==> src/hw/zcd_defines.svh <==
// Contract
// - Control bit 3 inverts detector output before pin, state, edges.
// - Control bit 6 drives detector output onto its pin.
// - Control bit 7 keeps detector running in standby sleep.
// - Edge select: 0 none, 1 rising, 2 falling, 3 both.
// - Status bit 4 shows output after three-stage synchronizer.
// - Writing one to status bit 0 clears cross flag; zero ignored.
// - Selected edge on inverted output sets the cross flag.
// - Interrupt request high while source enabled and flag set.
// - Power-down sleep disables detector and pin output entirely.
`ifndef ZCD_DEFINES_SVH
`define ZCD_DEFINES_SVH
`define OFS_DETECTOR_CONTROL 2'h0
`define OFS_CROSSING_IRQ_CONTROL 2'h2
`define OFS_DETECTOR_STATUS 2'h3
`define CTL_ENABLE_BIT 0
`define CTL_INVERT_BIT 3
`define CTL_PIN_DRIVE_BIT 6
`define CTL_STANDBY_BIT 7
`define STS_CROSS_BIT 0
`define STS_STATE_BIT 4
`define CONTROL_RESET 8'h00
`define IRQ_CONTROL_RESET 2'h0
`define CONTROL_MASK 8'hc9
`define SYNC_STAGES 3
`endif

==> src/hw/zcd_pkg.sv <==
package zcd_pkg;
  typedef enum logic [1:0] {
    EDGE_NONE = 2'b00,
    EDGE_RISING = 2'b01,
    EDGE_FALLING = 2'b10,
    EDGE_BOTH = 2'b11
  } edge_select_t;
  typedef enum logic [1:0] {
    SLEEP_ACTIVE = 2'b00,
    SLEEP_IDLE = 2'b01,
    SLEEP_STANDBY = 2'b10,
    SLEEP_POWER_DOWN = 2'b11
  } sleep_mode_t;
endpackage : zcd_pkg

==> src/hw/zero_cross_detect_ctrl.sv <==
`timescale 1ns/1ps
`default_nettype none
`include "zcd_defines.svh"
module zero_cross_detect_ctrl (
  input wire logic REF_CLK,
  input wire logic RESET,
  input wire logic [1:0] ADDR,
  input wire logic [7:0] WDATA,
  input wire logic WR,
  input wire logic RD,
  output logic [7:0] RDATA,
  input wire logic [1:0] SLEEP_MODE,
  input wire logic DETECTOR_RAW,
  output logic DETECTOR_ON,
  output logic DETECTOR_OUT,
  output logic PIN_OUT,
  output logic PIN_OE,
  output logic IRQ
);
  logic [7:0] control_ff;
  logic [7:0] nxt_control;
  logic [1:0] edge_sel_ff;
  logic [1:0] nxt_edge_sel;
  logic cross_ff;
  logic nxt_cross;
  logic prev_ff;
  logic nxt_prev;
  logic [7:0] rdata_ff;
  logic [7:0] nxt_rdata;
  logic active;
  logic out_level;
  logic sync_level;
  logic rise;
  logic fall;
  logic hit;
  logic clear_req;
  logic wr_control;
  logic wr_irq_control;
  logic wr_status;
  logic rd_control;
  logic rd_irq_control;
  logic rd_status;
  logic [7:0] status_view;
  logic in_standby;
  logic in_power_down;
  logic irq_source_on;

  always_comb begin
    in_standby = 1'b0;
    in_power_down = 1'b0;
    case (zcd_pkg::sleep_mode_t'(SLEEP_MODE))
      zcd_pkg::SLEEP_STANDBY: in_standby = 1'b1;
      zcd_pkg::SLEEP_POWER_DOWN: in_power_down = 1'b1;
      default: in_standby = 1'b0;
    endcase
  end

  // Idle runs as active; only standby and power-down gate the detector.
  always_comb begin
    active = control_ff[`CTL_ENABLE_BIT];
    if (in_power_down) begin
      active = 1'b0;
    end else if (in_standby) begin
      active = active & control_ff[`CTL_STANDBY_BIT];
    end
  end

  // Gated output; inversion applies before every consumer.
  assign out_level = active & (DETECTOR_RAW ^ control_ff[`CTL_INVERT_BIT]);

  // Status and edge logic read only the last of the three flops.
  level_sync #(
    .STAGES(`SYNC_STAGES)
  ) u_sync (
    .clk(REF_CLK),
    .rst(RESET),
    .din(out_level),
    .dout(sync_level)
  );

  assign rise = sync_level & ~prev_ff;
  assign fall = ~sync_level & prev_ff;

  always_comb begin
    case (zcd_pkg::edge_select_t'(edge_sel_ff))
      zcd_pkg::EDGE_RISING: hit = rise;
      zcd_pkg::EDGE_FALLING: hit = fall;
      zcd_pkg::EDGE_BOTH: hit = rise | fall;
      default: hit = 1'b0;
    endcase
  end

  // The unmapped offset raises none of these strobes.
  always_comb begin
    wr_control = 1'b0;
    wr_irq_control = 1'b0;
    wr_status = 1'b0;
    if (WR) begin
      if (ADDR == `OFS_DETECTOR_CONTROL) begin
        wr_control = 1'b1;
      end else if (ADDR == `OFS_CROSSING_IRQ_CONTROL) begin
        wr_irq_control = 1'b1;
      end else if (ADDR == `OFS_DETECTOR_STATUS) begin
        wr_status = 1'b1;
      end
    end
  end

  always_comb begin
    rd_control = 1'b0;
    rd_irq_control = 1'b0;
    rd_status = 1'b0;
    if (RD) begin
      if (ADDR == `OFS_DETECTOR_CONTROL) begin
        rd_control = 1'b1;
      end else if (ADDR == `OFS_CROSSING_IRQ_CONTROL) begin
        rd_irq_control = 1'b1;
      end else if (ADDR == `OFS_DETECTOR_STATUS) begin
        rd_status = 1'b1;
      end
    end
  end

  assign clear_req = wr_status & WDATA[`STS_CROSS_BIT];

  // Reserved control bits are dropped here so that they read back as zero.
  always_comb begin
    nxt_control = control_ff;
    if (wr_control) begin
      nxt_control = WDATA & `CONTROL_MASK;
    end
  end

  always_ff @(posedge REF_CLK) begin
    if (RESET) begin
      control_ff <= `CONTROL_RESET;
    end else begin
      control_ff <= nxt_control;
    end
  end

  always_comb begin
    nxt_edge_sel = edge_sel_ff;
    if (wr_irq_control) begin
      nxt_edge_sel = WDATA[1:0];
    end
  end

  always_ff @(posedge REF_CLK) begin
    if (RESET) begin
      edge_sel_ff <= `IRQ_CONTROL_RESET;
    end else begin
      edge_sel_ff <= nxt_edge_sel;
    end
  end

  // The previous synchronized sample is the reference for edge detection.
  always_comb begin
    nxt_prev = sync_level;
  end

  always_ff @(posedge REF_CLK) begin
    if (RESET) begin
      prev_ff <= 1'b0;
    end else begin
      prev_ff <= nxt_prev;
    end
  end

  always_comb begin
    nxt_cross = cross_ff;
    if (clear_req) begin
      nxt_cross = 1'b0;
    end
    if (hit) begin
      // An edge in the clearing cycle still wins.
      nxt_cross = 1'b1;
    end
  end

  always_ff @(posedge REF_CLK) begin
    if (RESET) begin
      cross_ff <= 1'b0;
    end else begin
      cross_ff <= nxt_cross;
    end
  end

  always_comb begin
    status_view = 8'h00;
    status_view[`STS_STATE_BIT] = sync_level;
    status_view[`STS_CROSS_BIT] = cross_ff;
  end

  // Read data is zero unless a read strobe hits a mapped register.
  always_comb begin
    nxt_rdata = 8'h00;
    if (rd_control) begin
      nxt_rdata = control_ff;
    end else if (rd_irq_control) begin
      nxt_rdata = {6'h00, edge_sel_ff};
    end else if (rd_status) begin
      nxt_rdata = status_view;
    end
  end

  always_ff @(posedge REF_CLK) begin
    if (RESET) begin
      rdata_ff <= 8'h00;
    end else begin
      rdata_ff <= nxt_rdata;
    end
  end

  assign RDATA = rdata_ff;
  assign DETECTOR_ON = active;
  assign DETECTOR_OUT = out_level;
  assign PIN_OE = active & control_ff[`CTL_PIN_DRIVE_BIT];
  assign PIN_OUT = PIN_OE & out_level;
  // A zero edge select disables the source and masks a pending flag.
  assign irq_source_on = (edge_sel_ff != zcd_pkg::EDGE_NONE);
  assign IRQ = cross_ff & irq_source_on;
endmodule : zero_cross_detect_ctrl
`default_nettype wire

==> src/hw/level_sync.sv <==
`timescale 1ns/1ps
`default_nettype none
module level_sync #(
  parameter int STAGES = 3
) (
  input wire logic clk,
  input wire logic rst,
  input wire logic din,
  output logic dout
);
  logic [STAGES-1:0] stage_ff;
  logic [STAGES-1:0] nxt_stage;

  always_comb begin
    nxt_stage = {stage_ff[STAGES-2:0], din};
  end

  always_ff @(posedge clk) begin
    if (rst) begin
      stage_ff <= '0;
    end else begin
      stage_ff <= nxt_stage;
    end
  end

  assign dout = stage_ff[STAGES-1];
endmodule : level_sync
`default_nettype wire

==> config.mk <==
export PLATFORM = sky130hd
export DESIGN_NAME = zero_cross_detect_ctrl
export DESIGN_NICKNAME = d
export VERILOG_FILES = /design/src/hw/zcd_pkg.sv /design/src/hw/zero_cross_detect_ctrl.sv /design/src/hw/level_sync.sv
export VERILOG_INCLUDE_DIRS = /design/src /design/src/hw
export SDC_FILE = /design/constraint.sdc
export NUM_CORES = 1
export LEC_CHECK = 0
export BUFFER_PORTS_ARGS = -buffer_cell sky130_fd_sc_hd__buf_2
export CAP_MARGIN = 20
export CORE_ASPECT_RATIO = 0.75
export CORE_MARGIN = 4
export CORE_UTILIZATION = 35
export DETAILED_ROUTE_END_ITERATION = 12
export HOLD_SLACK_MARGIN = 0.06
export PLACE_DENSITY = 0.6
export SYNTH_ARGS = -nofsm -noshare
export SYNTH_HDL_FRONTEND = slang
export SYNTH_SLANG_ARGS = --single-unit
export TNS_END_PERCENT = 100
==> constraint.sdc <==
create_clock -name REF_CLK -period 1.3 [get_ports REF_CLK]
set_clock_uncertainty 0.1 [all_clocks]
set_input_delay 0.26 -clock REF_CLK [delete_from_list [all_inputs] [get_ports REF_CLK]]
set_output_delay 0.26 -clock REF_CLK [all_outputs]
set_load 0.03 [all_outputs]
=== Word-level counts from Yosys, hierarchy flattened ===
Cells that the tools add are included.

* Flip-flop bits (word level): 19
* Bits of input ports: 17
* Output and inout bits: 13
* Word-level logic and storage cells: 57

* Equal/unequal tests: 7
* Multiplexer cells: 22
* Bitwise logic cells: 13
* Reductions and logical operators: 6

{| class="wikitable"
|+ Operators by type and width
! cell !! number
|-
| 1-bit two-way mux || 18
|-
| 2-bit equality test (second input constant) || 6
|-
| 5-bit two-way mux || 2
|-
| 1-bit AND || 8
|-
| 8-bit two-way mux || 1
|-
| 2-bit nonzero test || 2
|-
| 4-bit OR reduction || 1
|-
| 1-bit NOT || 3
|-
| 1-bit one-hot mux with 3 select lines || 1
|-
| 3-bit OR reduction || 1
|-
| 2-bit by 1-bit equality test with 1-bit output (second input constant) || 1
|-
| 2-bit zero test || 1
|-
| 2-bit OR reduction || 1
|-
| 1-bit bitwise OR || 1
|-
| 1-bit XOR || 1
|}

=== Depth between registers and ports, before layout ===
Gate-level depths: netlist (run 1).

* Depth after elaboration: 8
* Depth in mapped cells: 5
* Mapped depth without buffers: 5

=== Hierarchy ===
From an unflattened synthesis (run 1), not the netlist that was laid out.

* Cell total of the unflattened synthesis: 73
* Area, all modules: 718.2 sq um

{| class="wikitable"
|+ By module, submodules not included
! module !! instances !! cells an instance !! area an instance (sq um) !! sequential area each (sq um)
|-
| zero_cross_detect_ctrl || 1 || 67 || 639.4 || 280.3
|-
| level_sync || 1 || 6 || 78.8 || 60.1
|}

=== Least setup slack after synthesis (run 1) ===
Ideal clock, no wire load.

* Path kind: reg2out
* From: register control_ff[3]
* To: output port PIN_OUT
* Data arrival time: 1.353 ns
* Required time: 0.940 ns
* Path slack: -0.413 ns
* Cell stages (with the launch flop): 4
* Path buffers: 0
* Cell sequence: dfxtp_1 -> xnor2_1 -> a211oi_2 -> and2_1

* Word-level cells in the longest chain between the ends: 3

{| class="wikitable"
|+ Ends and longest elaborated chain
! what !! line !! RTL
|-
| start: declaration || zero_cross_detect_ctrl.sv:20 || <nowiki>logic [7:0] control_ff;</nowiki>
|-
| start signal: assignment || zero_cross_detect_ctrl.sv:136 || <nowiki>control_ff <= `CONTROL_RESET;</nowiki>
|-
| start signal: assignment || zero_cross_detect_ctrl.sv:138 || <nowiki>control_ff <= nxt_control;</nowiki>
|-
| 1-bit XOR || zero_cross_detect_ctrl.sv:69 || <nowiki>assign out_level = active & (DETECTOR_RAW ^ control_ff[`CTL_INVERT_BIT]);</nowiki>
|-
| 1-bit AND || zero_cross_detect_ctrl.sv:69 ||
|-
| named net DETECTOR_OUT || zero_cross_detect_ctrl.sv:15 || <nowiki>output logic DETECTOR_OUT,</nowiki>
|-
| 1-bit AND || zero_cross_detect_ctrl.sv:219 || <nowiki>assign PIN_OUT = PIN_OE & out_level;</nowiki>
|-
| end: declaration || zero_cross_detect_ctrl.sv:16 || <nowiki>output logic PIN_OUT,</nowiki>
|}

The timed path passes the listed nets, and every way through them passes these cells.

=== Final worst setup path (run 1) ===
* From: register control_ff[7]
* To: output port PIN_OUT

* Word-level cells in the longest chain between the ends: 5
* Elaborated cells on any way between the ends: 6
* Those cells by class: mux (2); bitwise (4)

{| class="wikitable"
|+ Ends and longest elaborated chain
! what !! line !! RTL
|-
| 1-bit AND (*) || zero_cross_detect_ctrl.sv:64 || <nowiki>active = active & control_ff[`CTL_STANDBY_BIT];</nowiki>
|-
| 1-bit two-way mux (*) || zero_cross_detect_ctrl.sv:63 || <nowiki>end else if (in_standby) begin</nowiki>
|-
| 1-bit two-way mux (*) || zero_cross_detect_ctrl.sv:61 || <nowiki>if (in_power_down) begin</nowiki>
|-
| 1-bit AND, on equally long branches || zero_cross_detect_ctrl.sv:218, zero_cross_detect_ctrl.sv:69 ||
|-
| 1-bit AND (*) || zero_cross_detect_ctrl.sv:219 ||
|}

Mark *: on every way between the ends. The rest lies on a longest branch, timed or not.

==> results of run 1 <==
[power breakdown]
| group | internal (uW) | leakage, uW | switching, uW |
|---|---|---|---|
| Sequential | 526 | 0.000140 | 5.61 |
| Clock | 119 | 0.0000150 | 154 |
| Combinational | 46.9 | 0.000290 | 55.4 |
| Total | 692 | 0.000445 | 215 |
[final cells by class]
cell class                 instances  area (um^2)  share of cell area [%]
sequential                        17          350                    35.9
tap                               22         27.5                    2.82
inverter                           3         11.3                    1.15
clock buffer                       4         26.3                    2.69
timing repair buffer              30          196                    20.1
multi-input combinational         45          365                    37.4
[layer usage]
metal	vias to the layer above	GRT usage [%]
li1	286	-
met1	254	14.3
met2	15	21.6
met3	0	5.04
met4	0	2.71
met5	-	0
[per-stage QoR]
| stage | setup WS, ps | cell area, um^2 | hold slack [ps] | setup TNS (ps) |
|---|---|---|---|---|
| 4_1_cts | -322 | 973 | 103 | -918 |
| 6_report | -300 | 977 | 107 | -836 |
| 5_1_grt | -382 | 977 | 106 | -1160 |
| 3_5_place_dp | -153 | 895 | 329 | -299 |
| 2_1_floorplan | -211 | 728 | 232 | -211 |
| 3_3_place_gp | -160 | 895 | 324 | -301 |
[cell families after synthesis]
kind of cell | count (synthesis) | share of synthesized area (%)
adders and majority gates | 2 | 3.61
buffers and inverters | 6 | 4.33
and+or+nand+nor | 27 | 24.2
other | 1 | 0.541
muxes | 7 | 10.3
DFF | 17 | 49.1
AOI/OAI and AO/OA | 6 | 6.68
xor gates and xnor gates | 1 | 1.26
[synthesized netlist by cell type, drive strengths merged (2+ instances only)]
cell	number	share of area [%]
and3	3	2.7
nor2b	5	4.5
buf	2	2.2
and2	2	1.8
ha	2	3.6
nand2	2	1.1
nor2	8	4.3
nand3b	2	2.2
dfxtp	17	49
mux2i	6	8.7
inv	3	1.6
[worst max-delay path by stage]
stage / endpoint / slack, ps / cells past startpoint
after floorplan: PIN_OUT / -210 / 3
after global placement: PIN_OUT / -160 / 5
after detailed placement: PIN_OUT / -150 / 5
after CTS: PIN_OUT / -320 / 4
after global routing: PIN_OUT / -380 / 4
final: PIN_OUT / -300 / 4
[tightest hold or removal path, stage by stage]
cell     delay, ps
buf_2           80
mux2i_1         50
nor2_1          70
[flip-flops by register name, summed over array words and instances, names as in the netlist]
register,count
RDATA,6
edge_sel_ff,2
control_ff,4
prev_ff,1
cross_ff,1
u_sync.stage_ff,3
[what timing repair did]
item                       CTS  global route
pin swaps                    3             0
resized for setup           16             2
setup buffers                1             0
setup endpoints to repair    5             5
==> results.json, run 1 <==
{
  "drt_iter0_drc": 6,
  "vias": 555,
  "wl_met3_um": 113,
  "ant_nets": 0,
  "core_mm2": 0.00181,
  "dp.cells": 116,
  "status": "complete, but fails checks",
  "power_uw": 907,
  "top_layer": "met3",
  "fill_cells": 160,
  "clock.fmax_ghz": 0.625,
  "gr-total-overflow": 0,
  "syn_inst": 67,
  "holdPathStages": 3,
  "async_flop_share_pct": 0,
  "dr.pass1.iters": 4,
  "place_congestion": 0.764,
  "n_antenna_cell": 0,
  "dieArea_mm2": 0.00276,
  "path_max_fanout": 3,
  "routed_via_density": 4.59,
  "port-buffer-count": 24,
  "syn2layout_area_growth_pct": 41.0,
  "power_density_mw_per_mm2": 928,
  "whs_endpoint": "edge_sel_ff[1]",
  "setup_viol": 4,
  "drv_slew": 0,
  "crit_required_ps": 940,
  "grt_pass1_wl_um": 2440,
  "fp.dieW_um": 59.4,
  "die_y_um": 46.5,
  "grt_pass1_vias": 556,
  "path_clk_slew_ps": 90,
  "yosysSeqAreaShare_pct": 49.1,
  "fin_util_pct": 54.1,
  "instances_no_fill": 121,
  "clockBufferDepth": 2,
  "ir_worst_vdd_mv": 0.766,
  "clk_latency_ps": 290,
  "start_util_pct": 38.4,
  "layout-drive-gt1-share_pct": 48.5,
  "violations": "setup timing",
  "p_leak_uw": 0.000445,
  "crit_path_start_kind": "flip-flop",
  "max-cap-violations": 0,
  "yosysUniqueCellTypes": 26,
  "timing.rr.end": "RDATA[0]",
  "worst-path-buf-inv": 1,
  "wl_um": 1410,
  "hold_violations": 0,
  "period_share_pct": 123,
  "cp.arrival_ps": 1240,
  "grt_max_degree": 12,
  "remaining_drc_errors": 0,
  "ys_warn_count": 0,
  "wl_met2_um": 674,
  "numCtsBuffers": 3,
  "ys.flop_type": "dfxtp_1",
  "antenna_found_initial": 0,
  "clock-sinks": 17,
  "setup_slack_ps": -300,
  "num_io_pins": 30,
  "post-dp-hpwl_um": 1100,
  "synth-edff-count": 0,
  "holdBufCountCts": 0,
  "final_common_cell": "buf_2",
  "ys_seq_elements": 17,
  "crit_path_start": "control_ff[7]",
  "fin_nets": 119,
  "layout_common_cells": "buf_2, dfxtp_1, nor2_1",
  "r2r-start": "edge_sel_ff[0]",
  "clock-root-buffer": "clkbuf_4",
  "grt_usage_pct": 12.4,
  "reg2reg_depth": 4,
  "crit_family": "flip-flops",
  "cp-end-kind": "primary output",
  "path_cells": "nand2b_4 > a211oi_4 > and2_4 > buf_6",
  "syn_area_um2": 693,
  "rrSetupSlack_ps": 130,
  "drt-met1-wl_um": 626,
  "path_class": "flip-flop to primary output",
  "cp_slowest_cell": "dfxtp_4",
  "avgSynthCellArea_um2": 10.3,
  "slowest_delay_ps": 370,
  "hp-class": "primary input to flip-flop",
  "worstHoldStart": "WDATA[1]",
  "cts_tree": "built",
  "period_needed_ps": 1600,
  "row_count": 13,
  "cts_max_level": 1,
  "rsz0062_at_grt": "true",
  "detail_route.wl_per_cell_um": 11.7
}
Power figures use the tool's default switching activity.
==> inputs of run 2 (changes only) <==
--- a/config.mk
+++ b/config.mk
@@ -6,15 +6,16 @@
 export SDC_FILE = /design/constraint.sdc
 export NUM_CORES = 1
 export LEC_CHECK = 0
-export BUFFER_PORTS_ARGS = -buffer_cell sky130_fd_sc_hd__buf_2
+export BUFFER_PORTS_ARGS = -buffer_cell sky130_fd_sc_hd__clkbuf_2
 export CAP_MARGIN = 20
 export CORE_ASPECT_RATIO = 0.75
 export CORE_MARGIN = 4
 export CORE_UTILIZATION = 35
 export DETAILED_ROUTE_END_ITERATION = 12
 export HOLD_SLACK_MARGIN = 0.06
-export PLACE_DENSITY = 0.6
+export PLACE_DENSITY = 0.59
 export SYNTH_ARGS = -nofsm -noshare
 export SYNTH_HDL_FRONTEND = slang
+export SYNTH_HIERARCHICAL = 1
 export SYNTH_SLANG_ARGS = --single-unit
 export TNS_END_PERCENT = 100
==> results.json, run 2 <==
{
  "fin_nets": 127,
  "clock.fmax_ghz": 0.607,
  "ys.flop_type": "dfxtp_1",
  "port-buffer-count": 24,
  "cp_slowest_cell": "dfxtp_2",
  "ant_nets": 0,
  "cp.arrival_ps": 1290,
  "cts_max_level": 1,
  "worst-path-buf-inv": 1,
  "remaining_drc_errors": 0,
  "grt_pass1_wl_um": 2420,
  "hp-class": "primary input to flip-flop",
  "antenna_found_initial": 0,
  "core_mm2": 0.00184,
  "wl_um": 1560,
  "num_io_pins": 30,
  "syn2layout_area_growth_pct": 44.1,
  "path_max_fanout": 2,
  "place_congestion": 0.794,
  "crit_family": "flip-flops",
  "dp.cells": 119,
  "yosysUniqueCellTypes": 27,
  "crit_required_ps": 940,
  "vias": 602,
  "synth.area.top_cells": "dfxtp_1, mux2i_1, nor2_1, nor2b_1, ha_1",
  "pre_cts_slack_ps": -150,
  "die_y_um": 47.2,
  "async_flop_share_pct": 0,
  "max-cap-violations": 0,
  "largest_reg_flops": 6,
  "setup_slack_ps": -346,
  "start_util_pct": 39.1,
  "row_count": 13,
  "period_needed_ps": 1650,
  "yosysTopAreaCell": "dfxtp_1",
  "layout-drive-gt1-share_pct": 46.7,
  "path_clk_slew_ps": 90,
  "drv_slew": 0,
  "slowest_delay_ps": 350,
  "drt_iter0_drc": 10,
  "fin_tns_setup_ps": -1310,
  "path_class": "flip-flop to primary output",
  "synth-edff-count": 0,
  "cts_tree": "built",
  "rrSetupSlack_ps": 100,
  "avgSynthCellArea_um2": 9.84,
  "dr.pass1.iters": 2,
  "final_common_cell": "clkbuf_2",
  "fp.dieW_um": 60.3,
  "worst_hold_slack_ps": 91.3,
  "ys_warn_count": 6,
  "clock-sinks": 17,
  "syn_inst": 73,
  "p_leak_uw": 0.000470,
  "instances_no_fill": 129,
  "syn_area_um2": 718,
  "numCtsBuffers": 3,
  "clockBufferDepth": 2,
  "path_cells": "xnor2_2 > a211oi_4 > and2_4 > buf_8",
  "power_density_mw_per_mm2": 898,
  "clk_latency_ps": 290,
  "gr-total-overflow": 0,
  "yosysTopAreaCellShare_pct": 47.4,
  "period_share_pct": 127,
  "layout_common_cells": "clkbuf_2, dfxtp_1, nor2_1",
  "n_antenna_cell": 0,
  "status": "complete, but fails checks",
  "regArea_um2": 349,
  "grt_usage_pct": 12.0,
  "ys_seq_elements": 17,
  "rsz0062_at_grt": "true",
  "grt_max_degree": 10,
  "fill_cells": 168,
  "synthTopCellsByCount": "dfxtp_1, nor2_1, mux2i_1, nor2b_1",
  "grt_pass1_vias": 541,
  "setup_viol": 5,
  "routed_via_density": 4.67,
  "clock-root-buffer": "clkbuf_4",
  "multi_input_area_um2": 372,
  "dieArea_mm2": 0.00285,
  "yosysSeqAreaShare_pct": 47.4,
  "crit_path_start_kind": "flip-flop",
  "yosysMostFrequentCell": "dfxtp_1",
  "detail_route.wl_per_cell_um": 12.1,
  "cp-end-kind": "primary output",
  "hold_violations": 0,
  "ir_worst_vdd_mv": 0.575,
  "violations": "setup timing",
  "post-dp-hpwl_um": 1120
}
-- run 2: changes by cell type in the layout (fill, tap and decap cells not counted), moves of 2 or more --
cell | before | now
dfxtp_2 | 2 | 4
nor2_1 | 8 | 10
buf_2 | 19 | 0
buf_4 | 6 | 9
buf_6 | 5 | 1
clkbuf_2 | 0 | 19
buf_8 | 0 | 5
-- run 2: routing by layer --
metal  share of wire, %  GRT usage (%)  up-vias
met5                  0              0        -
met4                1.1           5.31        0
met3                6.9           4.95        3
met2                 43           17.5       17
met1                 48           15.5      276
li1                   -              -      306
-- run 2: stage by stage --
| stage | instance area [um^2] | util, % | power [uW] |
|---|---|---|---|
| after CTS | 1010 | 54.9 | 933 |
| final | 1030 | 56.3 | 929 |
| after global routing | 1030 | 56.3 | 975 |
| after detailed placement | 893 | 48.6 | 639 |
| after global placement | 893 | 48.6 | 640 |
| after floorplan | 753 | - | 610 |
-- run 2: worst paths after layout --
kind | startpoint | endpoint | cells past startpoint
hold reg to reg | u_sync/stage_ff[1] | u_sync/stage_ff[2] | 1
hold / removal | WDATA[1] | edge_sel_ff[1] | 3
setup reg to reg | edge_sel_ff[1] | cross_ff | 5
setup / recovery | control_ff[3] | PIN_OUT | 4
-- run 2: repair_timing --
item                                    CTS  global route
pin swaps                                 3             1
gates cloned                              0             0
endpoints found under the setup margin    5             5
setup buffers                             4             2
resized for setup                        17             7
hold buffers                              0             0
-- run 2: cell families (layout without fill, tap and decap cells) --
logic type | count (synthesis) | after routing | share of synthesized area, %
flops | 17 | 17 | 47.4
fa+ha+maj | 2 | 2 | 3.48
other cells | 1 | 2 | 0.522
mux | 7 | 7 | 9.93
compound gates | 6 | 6 | 6.10
xor+xnor | 1 | 1 | 1.22
buf+inv | 8 | 41 | 6.79
simple gates | 31 | 31 | 24.6
-- run 2: worst register-to-register path, stage by stage (launching register included) --
cell and delay, ps:
dfxtp_4 360, buf_4 140, buf_4 140, nor2b_1 120, o21ai_0 150, a31oi_1 90
-- run 2: power by group --
part	switching (uW)	internal [uW]	total, uW
clock	167	120	286
combinational	57.7	51.7	109
sequential	5.71	527	533
-- run 2: final cells by class --
type,count,area share (%)
Inverter,3,1.09
Tap cell,22,2.66
Multi-Input combinational cell,49,35.9
Sequential cell,17,33.7
Timing Repair Buffer,34,24.1
Clock buffer,4,2.54
==> inputs of run 3 (changes only) <==
--- a/config.mk
+++ b/config.mk
@@ -6,14 +6,14 @@
 export SDC_FILE = /design/constraint.sdc
 export NUM_CORES = 1
 export LEC_CHECK = 0
-export BUFFER_PORTS_ARGS = -buffer_cell sky130_fd_sc_hd__clkbuf_2
 export CAP_MARGIN = 20
 export CORE_ASPECT_RATIO = 0.75
 export CORE_MARGIN = 4
 export CORE_UTILIZATION = 35
 export DETAILED_ROUTE_END_ITERATION = 12
+export DONT_BUFFER_PORTS = 1
 export HOLD_SLACK_MARGIN = 0.06
-export PLACE_DENSITY = 0.59
+export PLACE_DENSITY = 0.47
 export SYNTH_ARGS = -nofsm -noshare
 export SYNTH_HDL_FRONTEND = slang
 export SYNTH_HIERARCHICAL = 1
==> results.json, run 3 (same netlist as run 2, synthesis figures left out) <==
{
  "status": "complete, but fails checks",
  "violations": "setup timing",
  "slowest_delay_ps": 350,
  "fp.dieW_um": 60.3,
  "hp-class": "primary input to flip-flop",
  "grt_max_degree": 12,
  "pwr-share-seq_pct": 59.4,
  "max-cap-violations": 0,
  "syn2layout_area_growth_pct": 28.2,
  "die_y_um": 47.2,
  "post-dp-hpwl_um": 1020,
  "grt_pass1_vias": 472,
  "detail_route.wl_per_cell_um": 13.3,
  "fill_cells": 181,
  "drv_slew": 0,
  "p_clk_share_pct": 31.2,
  "dieArea_mm2": 0.00285,
  "path_class": "flip-flop to primary output",
  "placed_area_um2": 758,
  "antenna_found_initial": 0,
  "crit_required_ps": 940,
  "wl_um": 1440,
  "ant_nets": 0,
  "setup_viol": 4,
  "cts_max_level": 1,
  "worst-path-buf-inv": 0,
  "clockBufferDepth": 2,
  "path_clk_slew_ps": 100,
  "start_util_pct": 39.1,
  "layout-drive-gt1-share_pct": 25.6,
  "clk_latency_ps": 290,
  "cp-end-kind": "primary output",
  "regArea_um2": 352,
  "power_uw": 900,
  "numCtsBuffers": 3,
  "path_cells": "xnor2_2 > a211oi_4 > and2_4",
  "crit_path_start_kind": "flip-flop",
  "period_share_pct": 121,
  "remaining_drc_errors": 0,
  "n_antenna_cell": 0,
  "power_density_mw_per_mm2": 978,
  "swShare_pct": 23.9,
  "clock-sinks": 17,
  "grt_usage_pct": 11.6,
  "path_max_fanout": 3,
  "clock-root-buffer": "clkbuf_4",
  "period_needed_ps": 1570,
  "port-buffer-count": 0,
  "core_mm2": 0.00184,
  "final_common_cell": "dfxtp_1",
  "dr.pass1.iters": 3,
  "worst_hold_slack_ps": 71.1,
  "final_cell_area_um2": 921,
  "crit_family": "flip-flops",
  "clock.fmax_ghz": 0.637,
  "cp_slowest_cell": "dfxtp_2",
  "largest_reg_flops": 6,
  "num_io_pins": 30,
  "routed_via_density": 4.77,
  "power_frac_comb_pct": 9.4,
  "cp.arrival_ps": 1210,
  "p_leak_uw": 0.000363,
  "hold_violations": 0,
  "multi_input_area_um2": 379,
  "fin_tns_setup_ps": -741,
  "vias": 515,
  "layout_common_cells": "dfxtp_1, nor2_1, dlygate4sd3_1",
  "gr-total-overflow": 0,
  "row_count": 13,
  "place_congestion": 0.729,
  "cts_tree": "built",
  "rsz0062_at_grt": "true",
  "fin_nets": 106,
  "ir_worst_vdd_mv": 0.676,
  "drt_iter0_drc": 9,
  "netSwitchingPower_uw": 215,
  "grt_pass1_wl_um": 2260,
  "setup_slack_ps": -269,
  "p_int_uw": 685
}
[run 3: cell types whose count changed in the layout (fill, tap and decap cells not counted), moves of 5 or more]
cell,previous run,this run
buf_4,9,3
buf_8,5,0
dlygate4sd3_1,0,9
clkbuf_2,19,0
[run 3: area by class of cell]
cell class,count,share of cell area (%)
multi-input combinational,49,41.2
sequential,17,38.2
timing repair buffer,13,13.5
tap,22,2.99
clock buffer,3,2.45
inverter,3,1.22
clock inverter,1,0.543
[run 3: path summary, 6_finish.rpt]
check | depth (start not counted) | slack [ps] | startpoint | end
setup / recovery | 3 | -270 | control_ff[3] | PIN_OUT
setup reg to reg | 4 | 110 | edge_sel_ff[0] | RDATA[0]
hold / removal | 2 | 70 | RESET | RDATA[0]
hold reg to reg | 1 | 340 | u_sync/stage_ff[1] | u_sync/stage_ff[2]
[run 3: power groups by stage]
| stage | clock (uW) | sequential, uW | combinational, uW |
|---|---|---|---|
| after floorplan | 0 | 546 | 63.4 |
| after global placement | 0 | 549 | 49.2 |
| after detailed placement | 0 | 549 | 49.5 |
| after CTS | 292 | 539 | 80.9 |
| after global routing | 322 | 536 | 92.1 |
| final | 281 | 535 | 84.4 |
[run 3: routing by layer]
metal	global-route usage, %	part of all wire (%)
met1	15.3	48
met2	15.7	41
met3	6.59	9.8
met4	3.98	0.63
met5	0	0
[run 3: through the flow]
step / utilization (%) / setup slack, ps / instances
after CTS: 48.9 / -272 / 106
after detailed placement: 41.3 / 4.59 / 93
final: 50.1 / -269 / 108
after global routing: 50.1 / -342 / 108
after floorplan: - / -211 / 74
after global placement: 41.3 / -5.30 / 93
[run 3: worst register-to-register path, stage by stage, from the launching register on]
cell     delay, ps
dfxtp_4        360
buf_4          140
mux2_1         280
a22oi_1        150
nor2_1          60
[run 3: repair_timing]
action                                  CTS  global route
gates resized for setup                   9             3
hold buffers                              9             0
endpoints found under the hold margin    14             0
setup buffers                             0             2
endpoints found under the setup margin    5             5
pin swaps                                 3             1
